$ cat src/verilog/pwm_out_consts.svh
`ifndef PWM_OUT_CONSTS_SVH
`define PWM_OUT_CONSTS_SVH

// Register byte offsets
`define OFS_FUNC_SEL 8'h00
`define OFS_LEVEL 8'h04
`define OFS_PASS_TMO 8'h08
`define OFS_HOLD_TIME 8'h0C
`define OFS_SRC_ADDR 8'h10
`define OFS_STATUS 8'h14

// Reset values
`define RST_FUNC_SEL 2'h0
`define RST_LEVEL 10'h000
`define RST_PASS_TMO 8'hFF
`define RST_HOLD_TIME 8'h28
`define RST_SRC_ADDR 16'h0000

// Function select encodings
`define FUNC_DISABLED 2'h0
`define FUNC_STRENGTH 2'h1
`define FUNC_LEVEL 2'h2

// Timing
`define CLK_PERIOD_NS 25
`define TICK_MS 100
`define TICK_CYCLES ((`TICK_MS * 1000000) / `CLK_PERIOD_NS)
`define STEP_NS 144
`define STEP_CYCLES ((`STEP_NS + `CLK_PERIOD_NS - 1) / `CLK_PERIOD_NS)
`define STRENGTH_STEPS 10'd445
`define LEVEL_PERIOD_NS 64000
`define LEVEL_PERIOD_CYCLES (`LEVEL_PERIOD_NS / `CLK_PERIOD_NS)
`define LEVEL_FULL 10'h3FF
`define HOLD_FOREVER 8'hFF

// Strength duty: 24 percent of 445 plus about 7.56 steps per dB
`define DUTY_FLOOR 10'd107
`define DUTY_PER_DB_X16 10'd121

`endif

$ cat src/verilog/pwm_out_pkg.sv
package pwm_out_pkg;

  typedef struct packed {
    logic valid;
    logic [15:0] src_addr;
    logic [7:0] margin_db;
  } rx_packet_t;

  typedef struct packed {
    logic valid;
    logic [15:0] src_addr;
    logic has_second_analog;
    logic [9:0] second_analog_input;
  } io_packet_t;

endpackage : pwm_out_pkg

$ cat src/verilog/pwm_rssi_output_control.sv
`timescale 1ns/100ps
`include "pwm_out_consts.svh"
module pwm_rssi_output_control
  import pwm_out_pkg::*;
(
  input wire logic i_sys_clk,
  input wire logic i_rst,
  input wire logic i_psel,
  input wire logic i_penable,
  input wire logic i_pwrite,
  input wire logic [7:0] i_paddr,
  input wire logic [31:0] i_pwdata,
  output logic [31:0] o_prdata,
  output logic o_pready,
  output logic o_pslverr,
  input wire rx_packet_t i_rx_packet,
  input wire io_packet_t i_io_packet,
  output logic o_second_pulse_output
);

  typedef struct packed {
    logic [1:0] second_output_function_select;
    logic [9:0] second_output_level;
    logic [7:0] passed_level_timeout;
    logic [7:0] signal_strength_hold_time;
    logic [15:0] io_source_address_match;
    logic [31:0] prdata;
    logic pready;
    logic pslverr;
    logic [21:0] prescale;
    logic [7:0] pass_cnt;
    logic [7:0] hold_cnt;
    logic strength_live;
    logic [9:0] strength_duty;
    logic [2:0] step_div;
    logic [9:0] step_pos;
    logic [11:0] lvl_pos;
    logic pulse;
  } state_t;

  state_t cur;
  state_t nxt;
  logic tick;
  logic setup;
  logic access;
  logic [9:0] mapped;
  logic [11:0] lvl_thresh;

  assign setup = i_psel && !i_penable;
  assign access = i_psel && i_penable && cur.pready;
  assign tick = (cur.prescale == 22'(`TICK_CYCLES - 1));

  // Strength margin to duty steps
  always_comb begin
    logic [17:0] raw;
    raw = 18'(`DUTY_FLOOR) + 18'((18'(i_rx_packet.margin_db) * 18'(`DUTY_PER_DB_X16)) >> 4);
    if (raw > 18'(`STRENGTH_STEPS)) begin
      mapped = `STRENGTH_STEPS;
    end else begin
      mapped = raw[9:0];
    end
  end

  // Level to level-period threshold
  always_comb begin
    logic [23:0] prod;
    prod = 24'(cur.second_output_level) * 24'(`LEVEL_PERIOD_CYCLES);
    lvl_thresh = 12'(prod / 24'(`LEVEL_FULL));
  end

  always_comb begin
    nxt = cur;
    // ----------------------------------------
    // APB slave, zero wait states
    // ----------------------------------------
    nxt.pready = setup;
    nxt.pslverr = 1'b0;
    if (setup) begin
      nxt.prdata = 32'h0000_0000;
      case (i_paddr)
        `OFS_FUNC_SEL: nxt.prdata = {30'h0, cur.second_output_function_select};
        `OFS_LEVEL: nxt.prdata = {22'h0, cur.second_output_level};
        `OFS_PASS_TMO: nxt.prdata = {24'h0, cur.passed_level_timeout};
        `OFS_HOLD_TIME: nxt.prdata = {24'h0, cur.signal_strength_hold_time};
        `OFS_SRC_ADDR: nxt.prdata = {16'h0, cur.io_source_address_match};
        `OFS_STATUS: nxt.prdata = {21'h0, cur.strength_live, cur.strength_duty};
        default: nxt.pslverr = 1'b1;
      endcase
      if (i_pwrite && i_paddr == `OFS_FUNC_SEL && i_pwdata[1:0] > `FUNC_LEVEL) begin
        nxt.pslverr = 1'b1;
      end
    end
    // Writes land on the access edge, with pready seen
    if (access && i_pwrite) begin
      case (i_paddr)
        `OFS_FUNC_SEL: begin
          if (i_pwdata[1:0] <= `FUNC_LEVEL) begin
            nxt.second_output_function_select = i_pwdata[1:0];
          end
        end
        `OFS_LEVEL: nxt.second_output_level = i_pwdata[9:0];
        `OFS_PASS_TMO: nxt.passed_level_timeout = i_pwdata[7:0];
        `OFS_HOLD_TIME: nxt.signal_strength_hold_time = i_pwdata[7:0];
        `OFS_SRC_ADDR: nxt.io_source_address_match = i_pwdata[15:0];
        default: ;
      endcase
    end
    // ----------------------------------------
    // Timeouts
    // ----------------------------------------
    nxt.prescale = tick ? 22'h0 : cur.prescale + 22'h1;
    if (tick && cur.pass_cnt != 8'h00) begin
      nxt.pass_cnt = cur.pass_cnt - 8'h01;
      if (cur.pass_cnt == 8'h01) begin
        nxt.second_output_level = `RST_LEVEL;
      end
    end
    if (tick && cur.hold_cnt != 8'h00 && cur.signal_strength_hold_time != `HOLD_FOREVER) begin
      nxt.hold_cnt = cur.hold_cnt - 8'h01;
      if (cur.hold_cnt == 8'h01) begin
        nxt.strength_live = 1'b0;
      end
    end
    // ----------------------------------------
    // Packet arrivals win over timeouts and bus
    // ----------------------------------------
    if (i_io_packet.valid && i_io_packet.src_addr == cur.io_source_address_match) begin
      nxt.pass_cnt = cur.passed_level_timeout;
      if (i_io_packet.has_second_analog) begin
        nxt.second_output_level = i_io_packet.second_analog_input;
        if (i_io_packet.second_analog_input == 10'h000) begin
          nxt.pass_cnt = 8'h00;
        end
      end
    end
    if (i_rx_packet.valid) begin
      nxt.strength_live = 1'b1;
      nxt.strength_duty = mapped;
      nxt.hold_cnt = cur.signal_strength_hold_time;
    end
    // ----------------------------------------
    // Pulse generators
    // ----------------------------------------
    nxt.step_div = (cur.step_div == 3'(`STEP_CYCLES - 1)) ? 3'h0 : cur.step_div + 3'h1;
    if (cur.step_div == 3'(`STEP_CYCLES - 1)) begin
      nxt.step_pos = (cur.step_pos == `STRENGTH_STEPS - 10'd1) ? 10'h0 : cur.step_pos + 10'h1;
    end
    nxt.lvl_pos = (cur.lvl_pos == 12'(`LEVEL_PERIOD_CYCLES - 1)) ? 12'h0 : cur.lvl_pos + 12'h1;
    case (cur.second_output_function_select)
      `FUNC_STRENGTH: nxt.pulse = cur.strength_live && (cur.step_pos < cur.strength_duty);
      `FUNC_LEVEL: nxt.pulse = (cur.lvl_pos < lvl_thresh);
      default: nxt.pulse = 1'b0;
    endcase
  end

  always_ff @(posedge i_sys_clk or posedge i_rst) begin
    if (i_rst) begin
      cur <= '0;
      cur.second_output_function_select <= `RST_FUNC_SEL;
      cur.second_output_level <= `RST_LEVEL;
      cur.passed_level_timeout <= `RST_PASS_TMO;
      cur.signal_strength_hold_time <= `RST_HOLD_TIME;
      cur.io_source_address_match <= `RST_SRC_ADDR;
    end else begin
      cur <= nxt;
    end
  end

  assign o_prdata = cur.prdata;
  assign o_pready = cur.pready;
  assign o_pslverr = cur.pslverr;
  assign o_second_pulse_output = cur.pulse;

  // ----------------------------------------
  // Bus assertions
  // ----------------------------------------
  a_apb_ready: assert property (@(posedge i_sys_clk) disable iff (i_rst)
    setup |=> o_pready ##1 !o_pready)
    else $error("pready timing wrong");

  a_err_with_ready: assert property (@(posedge i_sys_clk) disable iff (i_rst)
    o_pslverr |-> o_pready)
    else $error("error flag without ready");

  a_bad_addr_err: assert property (@(posedge i_sys_clk) disable iff (i_rst)
    setup && !(i_paddr inside {`OFS_FUNC_SEL, `OFS_LEVEL, `OFS_PASS_TMO, `OFS_HOLD_TIME, `OFS_SRC_ADDR, `OFS_STATUS})
    |=> o_pslverr)
    else $error("unmapped address not refused");

  a_bad_sel_err: assert property (@(posedge i_sys_clk) disable iff (i_rst)
    setup && i_pwrite && i_paddr == `OFS_FUNC_SEL && i_pwdata[1:0] == 2'h3 |=> o_pslverr)
    else $error("selector value three not refused");

  a_bad_sel_kept: assert property (@(posedge i_sys_clk) disable iff (i_rst)
    access && i_pwrite && i_paddr == `OFS_FUNC_SEL && i_pwdata[1:0] == 2'h3
    |=> $stable(cur.second_output_function_select))
    else $error("selector value three written");

  a_sel_write: assert property (@(posedge i_sys_clk) disable iff (i_rst)
    access && i_pwrite && i_paddr == `OFS_FUNC_SEL && i_pwdata[1:0] != 2'h3
    |=> cur.second_output_function_select == $past(i_pwdata[1:0]))
    else $error("selector write lost");

  a_no_setup_write: assert property (@(posedge i_sys_clk) disable iff (i_rst)
    setup |=> $stable(cur.second_output_function_select) && $stable(cur.io_source_address_match))
    else $error("write before access phase");

  a_level_write: assert property (@(posedge i_sys_clk) disable iff (i_rst)
    access && i_pwrite && i_paddr == `OFS_LEVEL && !i_io_packet.valid && !tick
    |=> cur.second_output_level == $past(i_pwdata[9:0]))
    else $error("level write lost");

  a_sel_range: assert property (@(posedge i_sys_clk) disable iff (i_rst)
    cur.second_output_function_select <= `FUNC_LEVEL)
    else $error("selector out of range");

  // ----------------------------------------
  // Timeout and packet assertions
  // ----------------------------------------
  a_prescale_step: assert property (@(posedge i_sys_clk) disable iff (i_rst)
    !tick |=> cur.prescale == $past(cur.prescale) + 22'h1)
    else $error("prescaler skipped a count");

  a_pass_idle: assert property (@(posedge i_sys_clk) disable iff (i_rst)
    !tick && !i_io_packet.valid |=> $stable(cur.pass_cnt))
    else $error("passed timeout moved without tick");

  a_hold_idle: assert property (@(posedge i_sys_clk) disable iff (i_rst)
    !tick && !i_rx_packet.valid |=> $stable(cur.hold_cnt))
    else $error("hold counter moved without tick");

  a_level_load: assert property (@(posedge i_sys_clk) disable iff (i_rst)
    i_io_packet.valid && i_io_packet.has_second_analog && i_io_packet.src_addr == cur.io_source_address_match
    |=> cur.second_output_level == $past(i_io_packet.second_analog_input))
    else $error("analog value not loaded");

  a_pass_restart: assert property (@(posedge i_sys_clk) disable iff (i_rst)
    i_io_packet.valid && i_io_packet.src_addr == cur.io_source_address_match && !i_io_packet.has_second_analog
    |=> cur.pass_cnt == $past(cur.passed_level_timeout))
    else $error("timeout not restarted");

  a_pass_load: assert property (@(posedge i_sys_clk) disable iff (i_rst)
    i_io_packet.valid && i_io_packet.src_addr == cur.io_source_address_match && i_io_packet.has_second_analog
    && i_io_packet.second_analog_input != 10'h000 |=> cur.pass_cnt == $past(cur.passed_level_timeout))
    else $error("shared timeout not loaded");

  a_zero_stops: assert property (@(posedge i_sys_clk) disable iff (i_rst)
    i_io_packet.valid && i_io_packet.src_addr == cur.io_source_address_match && i_io_packet.has_second_analog
    && i_io_packet.second_analog_input == 10'h000 |=> cur.pass_cnt == 8'h00)
    else $error("zero level left timer running");

  a_foreign_kept: assert property (@(posedge i_sys_clk) disable iff (i_rst)
    i_io_packet.valid && i_io_packet.src_addr != cur.io_source_address_match && !tick && !access
    |=> $stable(cur.second_output_level))
    else $error("foreign packet changed level");

  a_pass_expire: assert property (@(posedge i_sys_clk) disable iff (i_rst)
    tick && cur.pass_cnt == 8'h01 && !i_io_packet.valid |=> cur.second_output_level == 10'h000)
    else $error("passed level not cleared");

  a_hold_load: assert property (@(posedge i_sys_clk) disable iff (i_rst)
    i_rx_packet.valid |=> cur.hold_cnt == $past(cur.signal_strength_hold_time))
    else $error("hold time not reloaded");

  a_rx_live: assert property (@(posedge i_sys_clk) disable iff (i_rst)
    i_rx_packet.valid |=> cur.strength_live)
    else $error("packet did not enable strength");

  a_duty_10db: assert property (@(posedge i_sys_clk) disable iff (i_rst)
    i_rx_packet.valid && i_rx_packet.margin_db == 8'd10 |=> cur.strength_duty == 10'd182)
    else $error("duty at 10 dB wrong");

  a_duty_20db: assert property (@(posedge i_sys_clk) disable iff (i_rst)
    i_rx_packet.valid && i_rx_packet.margin_db == 8'd20 |=> cur.strength_duty == 10'd258)
    else $error("duty at 20 dB wrong");

  a_duty_30db: assert property (@(posedge i_sys_clk) disable iff (i_rst)
    i_rx_packet.valid && i_rx_packet.margin_db == 8'd30 |=> cur.strength_duty == 10'd333)
    else $error("duty at 30 dB wrong");

  a_hold_expire: assert property (@(posedge i_sys_clk) disable iff (i_rst)
    tick && cur.hold_cnt == 8'h01 && cur.signal_strength_hold_time != `HOLD_FOREVER && !i_rx_packet.valid
    |=> !cur.strength_live ##1 !o_second_pulse_output)
    else $error("strength not dropped");

  a_hold_forever: assert property (@(posedge i_sys_clk) disable iff (i_rst)
    cur.strength_live && cur.signal_strength_hold_time == `HOLD_FOREVER |=> cur.strength_live)
    else $error("strength dropped with hold forever");

  // ----------------------------------------
  // Pulse assertions
  // ----------------------------------------
  a_func_off_low: assert property (@(posedge i_sys_clk) disable iff (i_rst)
    cur.second_output_function_select == `FUNC_DISABLED |=> !o_second_pulse_output)
    else $error("output high while disabled");

  a_duty_range: assert property (@(posedge i_sys_clk) disable iff (i_rst)
    cur.strength_live |-> cur.strength_duty >= `DUTY_FLOOR && cur.strength_duty <= `STRENGTH_STEPS)
    else $error("strength duty out of range");

  a_step_bound: assert property (@(posedge i_sys_clk) disable iff (i_rst)
    cur.step_pos < `STRENGTH_STEPS)
    else $error("strength step past period");

  a_step_hold: assert property (@(posedge i_sys_clk) disable iff (i_rst)
    cur.step_div != 3'(`STEP_CYCLES - 1) |=> $stable(cur.step_pos))
    else $error("strength step too short");

  a_lvl_bound: assert property (@(posedge i_sys_clk) disable iff (i_rst)
    cur.lvl_pos < 12'(`LEVEL_PERIOD_CYCLES))
    else $error("level position past period");

  a_strength_dark: assert property (@(posedge i_sys_clk) disable iff (i_rst)
    cur.second_output_function_select == `FUNC_STRENGTH && !cur.strength_live |=> !o_second_pulse_output)
    else $error("strength output high without packet");

  a_strength_full: assert property (@(posedge i_sys_clk) disable iff (i_rst)
    cur.second_output_function_select == `FUNC_STRENGTH && cur.strength_live && cur.strength_duty == `STRENGTH_STEPS
    |=> o_second_pulse_output)
    else $error("full strength not high");

  a_level_full: assert property (@(posedge i_sys_clk) disable iff (i_rst)
    cur.second_output_function_select == `FUNC_LEVEL && cur.second_output_level == `LEVEL_FULL
    |=> o_second_pulse_output)
    else $error("full level not high");

  a_level_zero: assert property (@(posedge i_sys_clk) disable iff (i_rst)
    cur.second_output_function_select == `FUNC_LEVEL && cur.second_output_level == `RST_LEVEL
    |=> !o_second_pulse_output)
    else $error("zero level not low");

endmodule : pwm_rssi_output_control
$ cat config.mk
export PLATFORM = sky130hd
export DESIGN_NAME = pwm_rssi_output_control
export DESIGN_NICKNAME = d
export VERILOG_FILES = /design/src/verilog/pwm_out_pkg.sv /design/src/verilog/pwm_rssi_output_control.sv
export VERILOG_INCLUDE_DIRS = /design/src /design/src/verilog
export SDC_FILE = /design/constraint.sdc
export NUM_CORES = 1
export LEC_CHECK = 0
export BUFFER_PORTS_ARGS = -buffer_cell sky130_fd_sc_hd__buf_2
export CAP_MARGIN = 0
export CORE_ASPECT_RATIO = 1.5
export CORE_UTILIZATION = 55
export CTS_BUF_LIST = sky130_fd_sc_hd__clkbuf_8
export CTS_CLUSTER_SIZE = 28
export DETAILED_ROUTE_END_ITERATION = 10
export HOLD_SLACK_MARGIN = 0.02
export PLACE_DENSITY = 0.75
export RECOVER_POWER = 25
export REMOVE_ABC_BUFFERS = 1
export SLEW_MARGIN = 5
export SYNTH_ARGS = -nofsm -noshare
export SYNTH_HDL_FRONTEND = slang
export SYNTH_SLANG_ARGS = --single-unit
$ cat constraint.sdc
create_clock -name i_sys_clk -period 15 [get_ports i_sys_clk]
set_input_delay 1.5 -clock i_sys_clk [delete_from_list [all_inputs] [get_ports i_sys_clk]]
set_output_delay 1.5 -clock i_sys_clk [all_outputs]
set_load 0.02 [all_outputs]
==> flow_summary.toml, run 1 <==
[outcome]
outcome = "complete, but fails checks"
failed_checks = "max-capacitance violations, max-slew violations"

[cts]
cts_max_path_buffers = 2
tritoncts = "done"
cts.sinks = 137
clkSlewWorstSetupHoldPaths_ns = 0.08
numCtsBuffers = 17
htree_levels = 4
root_buffer = "clkbuf_8"
clock_latency_ns = 0.46
holdBufCountCts = 0

[critical_path]
reg2reg_to = "o_second_pulse_output$_DFF_PP0_"
cp.required_ns = 15.38
cp_max_fo = 10
reg2reg_slack_ns = 1.15
cp_slowest_stage_delay_ns = 0.59
worstSetupStartpointType = "flip-flop"
path_buf_inv = 10
r2r-start = "cur[142]$_DFF_PP0_"
crit_family = "simple AND/OR/NAND/NOR gates"
path_class = "reg -> reg"
arrival_ns = 14.24
worstRegToRegCells = 64
endpoint_kind = "flip-flop"
cp_common_cell = "ha_1"
worst-path-stages = 64
critPathSlowestCell = "or4b_1"

[yosys]
synthSimpleGateAreaFrac_pct = 20.7
synthDistinctLibCells = 121
syn_inst = 1451
synth_fa_ha_area_share_pct = 11.6
ys_async_sr_fraction_pct = 100
synth-edff-count = 0
synth_most_common_cell = "dfrtp_1"
ys_ff_latch = 137
synth_ff_type = "dfrtp_1"
yosysTopAreaCell = "dfrtp_1"
synth-compound-area-share_pct = 20.2
synth_top_family_by_area = "simple AND/OR/NAND/NOR gates"
ys_seq_area_share_pct = 27.1
synth_xor_xnor_area_share_pct = 7.24
synth.area.top_cells = "dfrtp_1 (25%), ha_1 (9.0%), xnor2_1 (5.4%), mux2_2 (3.8%), nand2_1 (3.7%)"
yosysWarnings = 0
yosys.area.top_type_share_pct = 25.0
yosys-top-cells-count = "dfrtp_1 (127), nand2_1 (124), nor2_1 (124)"
synthMuxAreaShare_pct = 6.91
synth.avg_cell_area_sq_um = 8.75
synth_area_sq_um = 12700

[global_route]
grt_pass1_wl_um = 52300
overflow = 0
grt_pass1_vias = 10900
track_usage_pct = 27.5
antenna_found_initial = 2
grt_start_max_net_pins = 89

[floorplan]
io_pins = 133
die_h_um = 188
rows = 67
start_util_pct = 56.5
core_area_sq_um = 22500
fp.dieW_um = 126
die_area_sq_um = 23700

[sta]
final.min_clock_period_ns = 13.85
finalSetupViolCount = 0
clock_skew_ns = 0.0138
drv_slew = 89
worst-slew-pin-transition_ns = 3.87
relSlewSlack_pct = -160
hold_violations = 0
fin_crit_sh_pct = 92.4
max_freq_mhz = 72.2

[min_path]
hp-start = "cur[53]$_DFF_PP0_"
holdPathStages = 1
hold_path_class = "reg -> reg"
worstHoldEndpoint = "cur[53]$_DFF_PP0_"

[cells_and_area]
stdcell_area_sq_um = 13700
nets = 1726
syn_to_final_growth_pct = 8.15
stdcell_count = 1811
layout-drive-gt1-share_pct = 18.0

[power]
ir_worst_vdd_mv = 0.150
power_density_nw_per_um2 = 97.6
p_leak_nw = 6.31

[place]
place_area_sq_um = 13300
dp_hpwl_um = 25400
io_buffers = 84
place_inst = 1775
gp_congestion = 0.923

[drt]
drc = 0
drt_iter0_markers = 722
num_vias = 11000
detail_route.wl_per_cell_um = 17.7
ant_nets = 0
via_per_inst = 6.10
drtPass1Iterations = 8
drt_wl_total_um = 32000

[flow_run]
cap_violations = 1
==> how the worst max path moves through the flow <==
stage | from | end | slack [ns]
2_1_floorplan | cur[142]$_DFF_PP0_ | o_second_pulse_output$_DFF_PP0_ | 1.02
3_3_place_gp | cur[142]$_DFF_PP0_ | o_second_pulse_output$_DFF_PP0_ | 1.20
3_5_place_dp | cur[142]$_DFF_PP0_ | o_second_pulse_output$_DFF_PP0_ | 0.93
4_1_cts | cur[142]$_DFF_PP0_ | o_second_pulse_output$_DFF_PP0_ | 0.86
5_1_grt | cur[142]$_DFF_PP0_ | o_second_pulse_output$_DFF_PP0_ | -0.02
6_report | cur[142]$_DFF_PP0_ | o_second_pulse_output$_DFF_PP0_ | 1.15
==> where the power goes <==
group,internal [mW],switching [mW],total (mW)
combinational,0.268,0.375,0.643
clock,0.151,0.160,0.312
sequential,0.377,0.00840,0.386
==> sequential cells by signal, summed over array words and instances (netlist names) <==
signal                 cells
cur                      118
o_second_pulse_output      1
o_pready                   1
o_pslverr                  1
o_prdata                  16
==> metal layers <==
layer | share of wire [%] | GRT usage [%] | vias up | wire length, um
li1 | - | - | 5361 | -
met5 | 0.041 | 0 | - | 13
met4 | 5.0 | 14.8 | 2 | 1590
met3 | 3.7 | 4.11 | 99 | 1180
met1 | 40 | 30.9 | 5291 | 12700
met2 | 52 | 49.4 | 294 | 16600
==> cells in the final DEF (no fill, tap or decap), types with 20 or more instances in the layout <==
cell type / n
nand3_1: 56
inv_1: 74
o21ai_0: 66
buf_2: 82
nor3_1: 31
dfrtp_1: 127
nor2_1: 124
buf_4: 34
mux2_2: 43
xor2_1: 27
a21oi_1: 72
ha_1: 90
a21o_1: 21
mux2i_1: 29
nand2_1: 124
and3_1: 20
xnor2_1: 77
==> cell families (layout without fill, tap and decap cells) <==
group / Yosys count / count (layout)
XOR/XNOR: 105 / 105
other: 1 / 17
adder cells (fa/ha/maj): 109 / 109
AO/OA/AOI/OAI: 352 / 352
flip-flops: 137 / 137
AND/OR/NAND/NOR: 506 / 506
buffers and inverters: 163 / 231
multiplexers: 78 / 78
==> per-stage QoR <==
step                util (%)  setup WS (ns)  setup TNS, ns  hold slack [ns]  power, mW
floorplan                  -           1.02              0            0.448      0.860
global placement        59.1           1.20              0            0.461       1.01
detailed placement      59.1          0.935              0            0.472       1.03
CTS                     60.9          0.858              0            0.483       1.34
global route            61.1        -0.0159        -0.0159            0.503       1.43
finish                  61.1           1.15              0            0.478       1.34
==> cell type report <==
| class | count | area, sq um |
|---|---|---|
| timing repair buffer | 118 | 673 |
| clock buffer | 17 | 234 |
| tap | 276 | 345 |
| multi-input combinational | 1166 | 8560 |
| antenna | 1 | 2.50 |
| sequential | 137 | 3440 |
| clock inverter | 15 | 166 |
| fill | 2000 | 8730 |
| inverter | 81 | 310 |
==> repair_timing <==
action                                 CTS  global route
gates resized for setup                  0             6
buffers inserted                         0             3
endpoints found under the hold margin    0             0
setup endpoints to repair                0             1
(Power assumes the default switching activity.)
==> inputs of run 2 (changes only) <==
Settings changed: CELL_PAD_IN_SITES_DETAIL_PLACEMENT set to 1, CELL_PAD_IN_SITES_GLOBAL_PLACEMENT set to 2, CORE_UTILIZATION 55 to 38, PLACE_DENSITY 0.75 to unset, PLACE_DENSITY_LB_ADDON set to 0.1.
==> run 2 against run 1 <==
Net effect: the flow still finishes with violations (max-capacitance violations, max-slew violations); combinational power is 3.7% higher; register-to-register slack worse by 0.14 ns; flip-flop and latch count stayed put; clock power is 10% higher; via count is 0.66% lower; setup slack worse by 0.14 ns; sequential power hardly changed; clock-buffer cell count is 2 higher; sequential share of layout area is 0.59 points lower.
==> flow_summary.toml, run 2 (synthesis results as in run 1) <==
[flow_run]
cap_violations = 1

[sta]
final.min_clock_period_ns = 14.00
relSlewSlack_pct = -86.0
rsz0062_at_grt = "false"
fin_crit_sh_pct = 93.3
clock_skew_ns = 0.0161
worst-slew-pin-transition_ns = 2.77
finalSetupViolCount = 0
drv_slew = 62
setup_tns_ns = 0
hold_violations = 0
max_freq_mhz = 71.5

[floorplan]
start_util_pct = 38.8
core_area_sq_um = 32700
fp.dieW_um = 151
die_h_um = 226
rows = 81
die_area_sq_um = 34200
io_pins = 133

[drt]
ant_nets = 0
drtPass1Iterations = 4
detail_route.wl_per_cell_um = 19.2
drt_wl_total_um = 37700
num_vias = 11000
via_per_inst = 5.58
drt_iter0_markers = 377
drc = 0

[place]
io_buffers = 84
dp_hpwl_um = 30600
gp_congestion = 0.852

[cells_and_area]
largest-register = "cur"
fillers = 3944
final_common_cell = "dfrtp_1"
nets = 1744
final_cell_mix = "dfrtp_1 (127), nand2_1 (124), nor2_1 (124)"
syn_to_final_growth_pct = 10.8
fin_util_pct = 43.0
largest_reg_flops = 118
diodes = 0
layout-drive-gt1-share_pct = 18.7

[cts]
tritoncts = "done"
clock_latency_ns = 0.48
numCtsBuffers = 17
cts_max_path_buffers = 2
cts.sinks = 137
root_buffer = "clkbuf_8"
cts.repair.resized = 0
clkSlewWorstSetupHoldPaths_ns = 0.08
htree_levels = 4
holdBufCountCts = 0
postCtsSetupBuffers = 0

[critical_path]
worstRegToRegCells = 63
cp.required_ns = 15.36
cp_max_fo = 10
reg2reg_slack_ns = 1.00
arrival_ns = 14.36
endpoint_kind = "flip-flop"
cp_common_cell = "ha_1"
cp_slowest_stage_delay_ns = 0.60
worstSetupStartpointType = "flip-flop"
critPathSlowestCell = "or4b_1"
path_class = "reg -> reg"

[power]
switching_share_pct = 39.3
ir_worst_vdd_mv = 0.0753
p_leak_nw = 6.42
pwr-share-comb_pct = 47.7
p_switching_uw = 549
internal_power_uw = 849
p_clk_share_pct = 24.6
seq_power_share_pct = 27.7
power_density_nw_per_um2 = 99.3

[min_path]
hold_path_class = "reg -> reg"
holdPathStages = 2

[global_route]
overflow = 0
grt_pass1_wl_um = 61300
grt_start_max_net_pins = 78
grt_pass1_vias = 11500
track_usage_pct = 23.2
antenna_found_initial = 0

[outcome]
outcome = "complete, but fails checks"
failed_checks = "max-capacitance violations, max-slew violations"
## run 2: changes by cell type in the layout (fill, tap and decap cells not counted), sizes merged
cell	previous run	this run
buf	116	135
bufinv	2	4
clkbuf	19	20
clkinv	7	6
clkinvlp	3	4
diode	1	0
inv	84	80
## run 2: critical path: cells and delay by family, from the launching register on
family          cells  cell delay (ns)
compound gates     18             4.36
xor+xnor            5             0.83
fa+ha+maj          12             3.08
simple gates       18             4.14
flops               1             0.46
buf+inv            10             1.01
## run 2: worst paths after layout
kind / startpoint / to
setup / recovery: cur[144]$_DFF_PP0_ / o_second_pulse_output$_DFF_PP0_
hold / removal: o_prdata[14]$_DFFE_PP0P_ / o_prdata[14]$_DFFE_PP0P_
setup reg to reg: cur[144]$_DFF_PP0_ / o_second_pulse_output$_DFF_PP0_
hold reg to reg: o_prdata[14]$_DFFE_PP0P_ / o_prdata[14]$_DFFE_PP0P_
max in group asynchronous: i_rst / cur[15]$_DFFE_PP0P_
min in group asynchronous: i_rst / cur[61]$_DFF_PP0_
## run 2: layer usage
layer / global-route usage [%] / wire (um) / vias up
met3: 3.15 / 893 / 46
met2: 44.5 / 20800 / 164
met1: 25.6 / 15100 / 5391
met5: 0 / 0 / -
met4: 7.13 / 830 / 0
li1: - / - / 5373
## run 2: through the flow
stage	cell area (sq um)	hold WS (ns)	cells	setup slack, ns	total power [mW]
after global routing	14100	0.513	1967	0.0422	1.51
after detailed placement	13600	0.469	1935	0.877	1.07
after CTS	14100	0.489	1967	0.782	1.42
after floorplan	12300	0.448	1384	1.02	0.860
final	14100	0.482	1967	1.00	1.40
after global placement	13600	0.458	1935	0.984	1.06
## run 2: area by class of cell
class	instances	area, sq um	share of cell area (%)
timing repair buffer	136	810	5.75
sequential	137	3440	24.5
inverter	81	310	2.21
clock inverter	13	178	1.26
clock buffer	19	262	1.86
tap	415	519	3.69
multi-input combinational	1166	8550	60.8
## run 2: power by group through the flow
stage          clock network [mW]  logic (mW)  registers, mW
2_1_floorplan                   0       0.472          0.388
6_report                    0.344       0.667          0.387
3_3_place_gp                    0       0.663          0.395
4_1_cts                     0.354       0.677          0.388
3_5_place_dp                    0       0.672          0.395
5_1_grt                     0.368       0.755          0.388
==> inputs of run 3 (changes only) <==
Settings changed: PLACE_DENSITY_LB_ADDON 0.1 to 0.08.
Clock period 15 ns to 13.9 ns, I/O delays scaled along.
==> run 3 against run 2 <==
Net effect: the flow still finishes with violations (max-capacitance violations, max-slew violations); setup slack got worse by 0.088 ns; global-route usage grew 0.60 points; final area increased by 2.0%; total power is 10% higher; clock skew rose by 0.0029 ns; flip-flop and latch count did not move; largest cell class unchanged; largest power group unchanged.
==> flow_summary.toml, run 3 (synthesis results as in run 1) <==
[outcome]
outcome = "complete, but fails checks"
failed_checks = "max-capacitance violations, max-slew violations"

[place]
dp_hpwl_um = 32100
gp_congestion = 0.855
io_buffers = 84
place_area_sq_um = 13800

[floorplan]
die_area_sq_um = 34200
fp.dieW_um = 151
core_area_sq_um = 32700
io_pins = 133
die_h_um = 226
start_util_pct = 38.8
rows = 81

[cells_and_area]
largest-register = "cur"
final_common_cell = "dfrtp_1"
nets = 1769
syn_to_final_growth_pct = 13.0
layout-drive-gt1-share_pct = 20.9
largest_reg_flops = 118
fin_util_pct = 43.8
stdcell_area_sq_um = 14300
final_cell_mix = "dfrtp_1 (126), nor2_1 (124), nand2_1 (123)"
diodes = 0

[flow_run]
cap_violations = 1

[min_path]
hold_path_class = "reg -> reg"

[sta]
drv_slew = 64
hold_violations = 0
final.min_clock_period_ns = 12.98
rsz0062_at_grt = "false"
relSlewSlack_pct = -88.0
clock_skew_ns = 0.0190
finalSetupViolCount = 0
worst-slew-pin-transition_ns = 2.81
max_freq_mhz = 77.0
fin_crit_sh_pct = 93.4

[power]
total_power_mw = 1.54
p_leak_nw = 6.57
ir_worst_vdd_mv = 0.115
power_density_nw_per_um2 = 107

[global_route]
overflow = 0
antenna_found_initial = 0
grt_pass1_vias = 12000
grt_start_max_net_pins = 64
track_usage_pct = 23.8
grt_pass1_wl_um = 62700

[drt]
drc = 0
detail_route.wl_per_cell_um = 19.6
num_vias = 11200
via_per_inst = 5.60
ant_nets = 0
drtPass1Iterations = 4
drt_wl_total_um = 39000
drt_iter0_markers = 355

[cts]
cts_max_path_buffers = 2
root_buffer = "clkbuf_8"
tritoncts = "done"
cts.sinks = 137
clock_latency_ns = 0.48
htree_levels = 4
holdBufCountCts = 0
numCtsBuffers = 17
clkSlewWorstSetupHoldPaths_ns = 0.09

[critical_path]
arrival_ns = 13.35
cp_slowest_stage_delay_ns = 0.61
cp_common_cell = "ha_1"
cp.required_ns = 14.26
critPathSlowestCell = "or4b_1"
crit_family = "simple AND/OR/NAND/NOR gates"
cp_max_fo = 9
path_buf_inv = 11
endpoint_kind = "flip-flop"
worstSetupStartpointType = "flip-flop"
path_class = "reg -> reg"
run 3: final cells by class:
type	instances	area, sq um
clock inverter	11	144
timing repair buffer	161	1000
fill	3992	18400
inverter	81	310
sequential	137	3440
tap	415	519
multi-input combinational	1166	8640
clock buffer	21	289
run 3: final timing paths:
| kind | slack [ns] | startpoint | to | cells after the start |
|---|---|---|---|---|
| min in group asynchronous | 1.69 | i_rst | cur[63]$_DFF_PP0_ | 2 |
| worst min-delay path | 0.48 | cur[53]$_DFF_PP0_ | cur[53]$_DFF_PP0_ | 1 |
| max in group asynchronous | 10.10 | i_rst | cur[141]$_DFF_PP0_ | 4 |
| worst min register to register | 0.48 | cur[53]$_DFF_PP0_ | cur[53]$_DFF_PP0_ | 1 |
| worst max register to register | 0.92 | cur[144]$_DFF_PP0_ | o_second_pulse_output$_DFF_PP0_ | 62 |
| worst max-delay path | 0.92 | cur[144]$_DFF_PP0_ | o_second_pulse_output$_DFF_PP0_ | 62 |
run 3: repair_timing:
action	in CTS	in global routing
resized for setup	0	23
buffers inserted	0	2
setup endpoints to repair	0	1
run 3: where the power goes:
group,internal (mW),switching [mW]
registers,0.407,0.00760
clock network,0.196,0.162
logic,0.338,0.429
run 3: stage by stage:
step           TNS (ns)  hold WS [ns]  std cells  setup WS, ns
3_5_place_dp          0         0.474       1958         0.420
6_report              0         0.478       1992         0.916
3_3_place_gp          0         0.461       1958         0.543
2_1_floorplan   -0.0803         0.448       1384       -0.0803
4_1_cts               0         0.484       1990         0.318
5_1_grt               0         0.501       1992        0.0262
run 3: worst register-to-register path: cells and delay by family (launching register included):
kind / cells / cell delay (ns)
and+or+nand+nor: 20 / 4.84
xor gates and xnor gates: 4 / 0.57
AOI/OAI and AO/OA: 16 / 3.23
buffers and inverters: 11 / 1.09
adders and majority gates: 11 / 2.66
DFF: 1 / 0.45
run 3: metal layers:
metal / up-vias / global-route usage, % / share of wire, % / wire [um]
li1: 5431 / - / - / -
met1: 5529 / 24.8 / 38 / 15000
met2: 146 / 47.3 / 57 / 22200
met3: 55 / 2.83 / 2.0 / 777
met4: 0 / 8.26 / 2.5 / 975
met5: - / 0 / 0 / 0
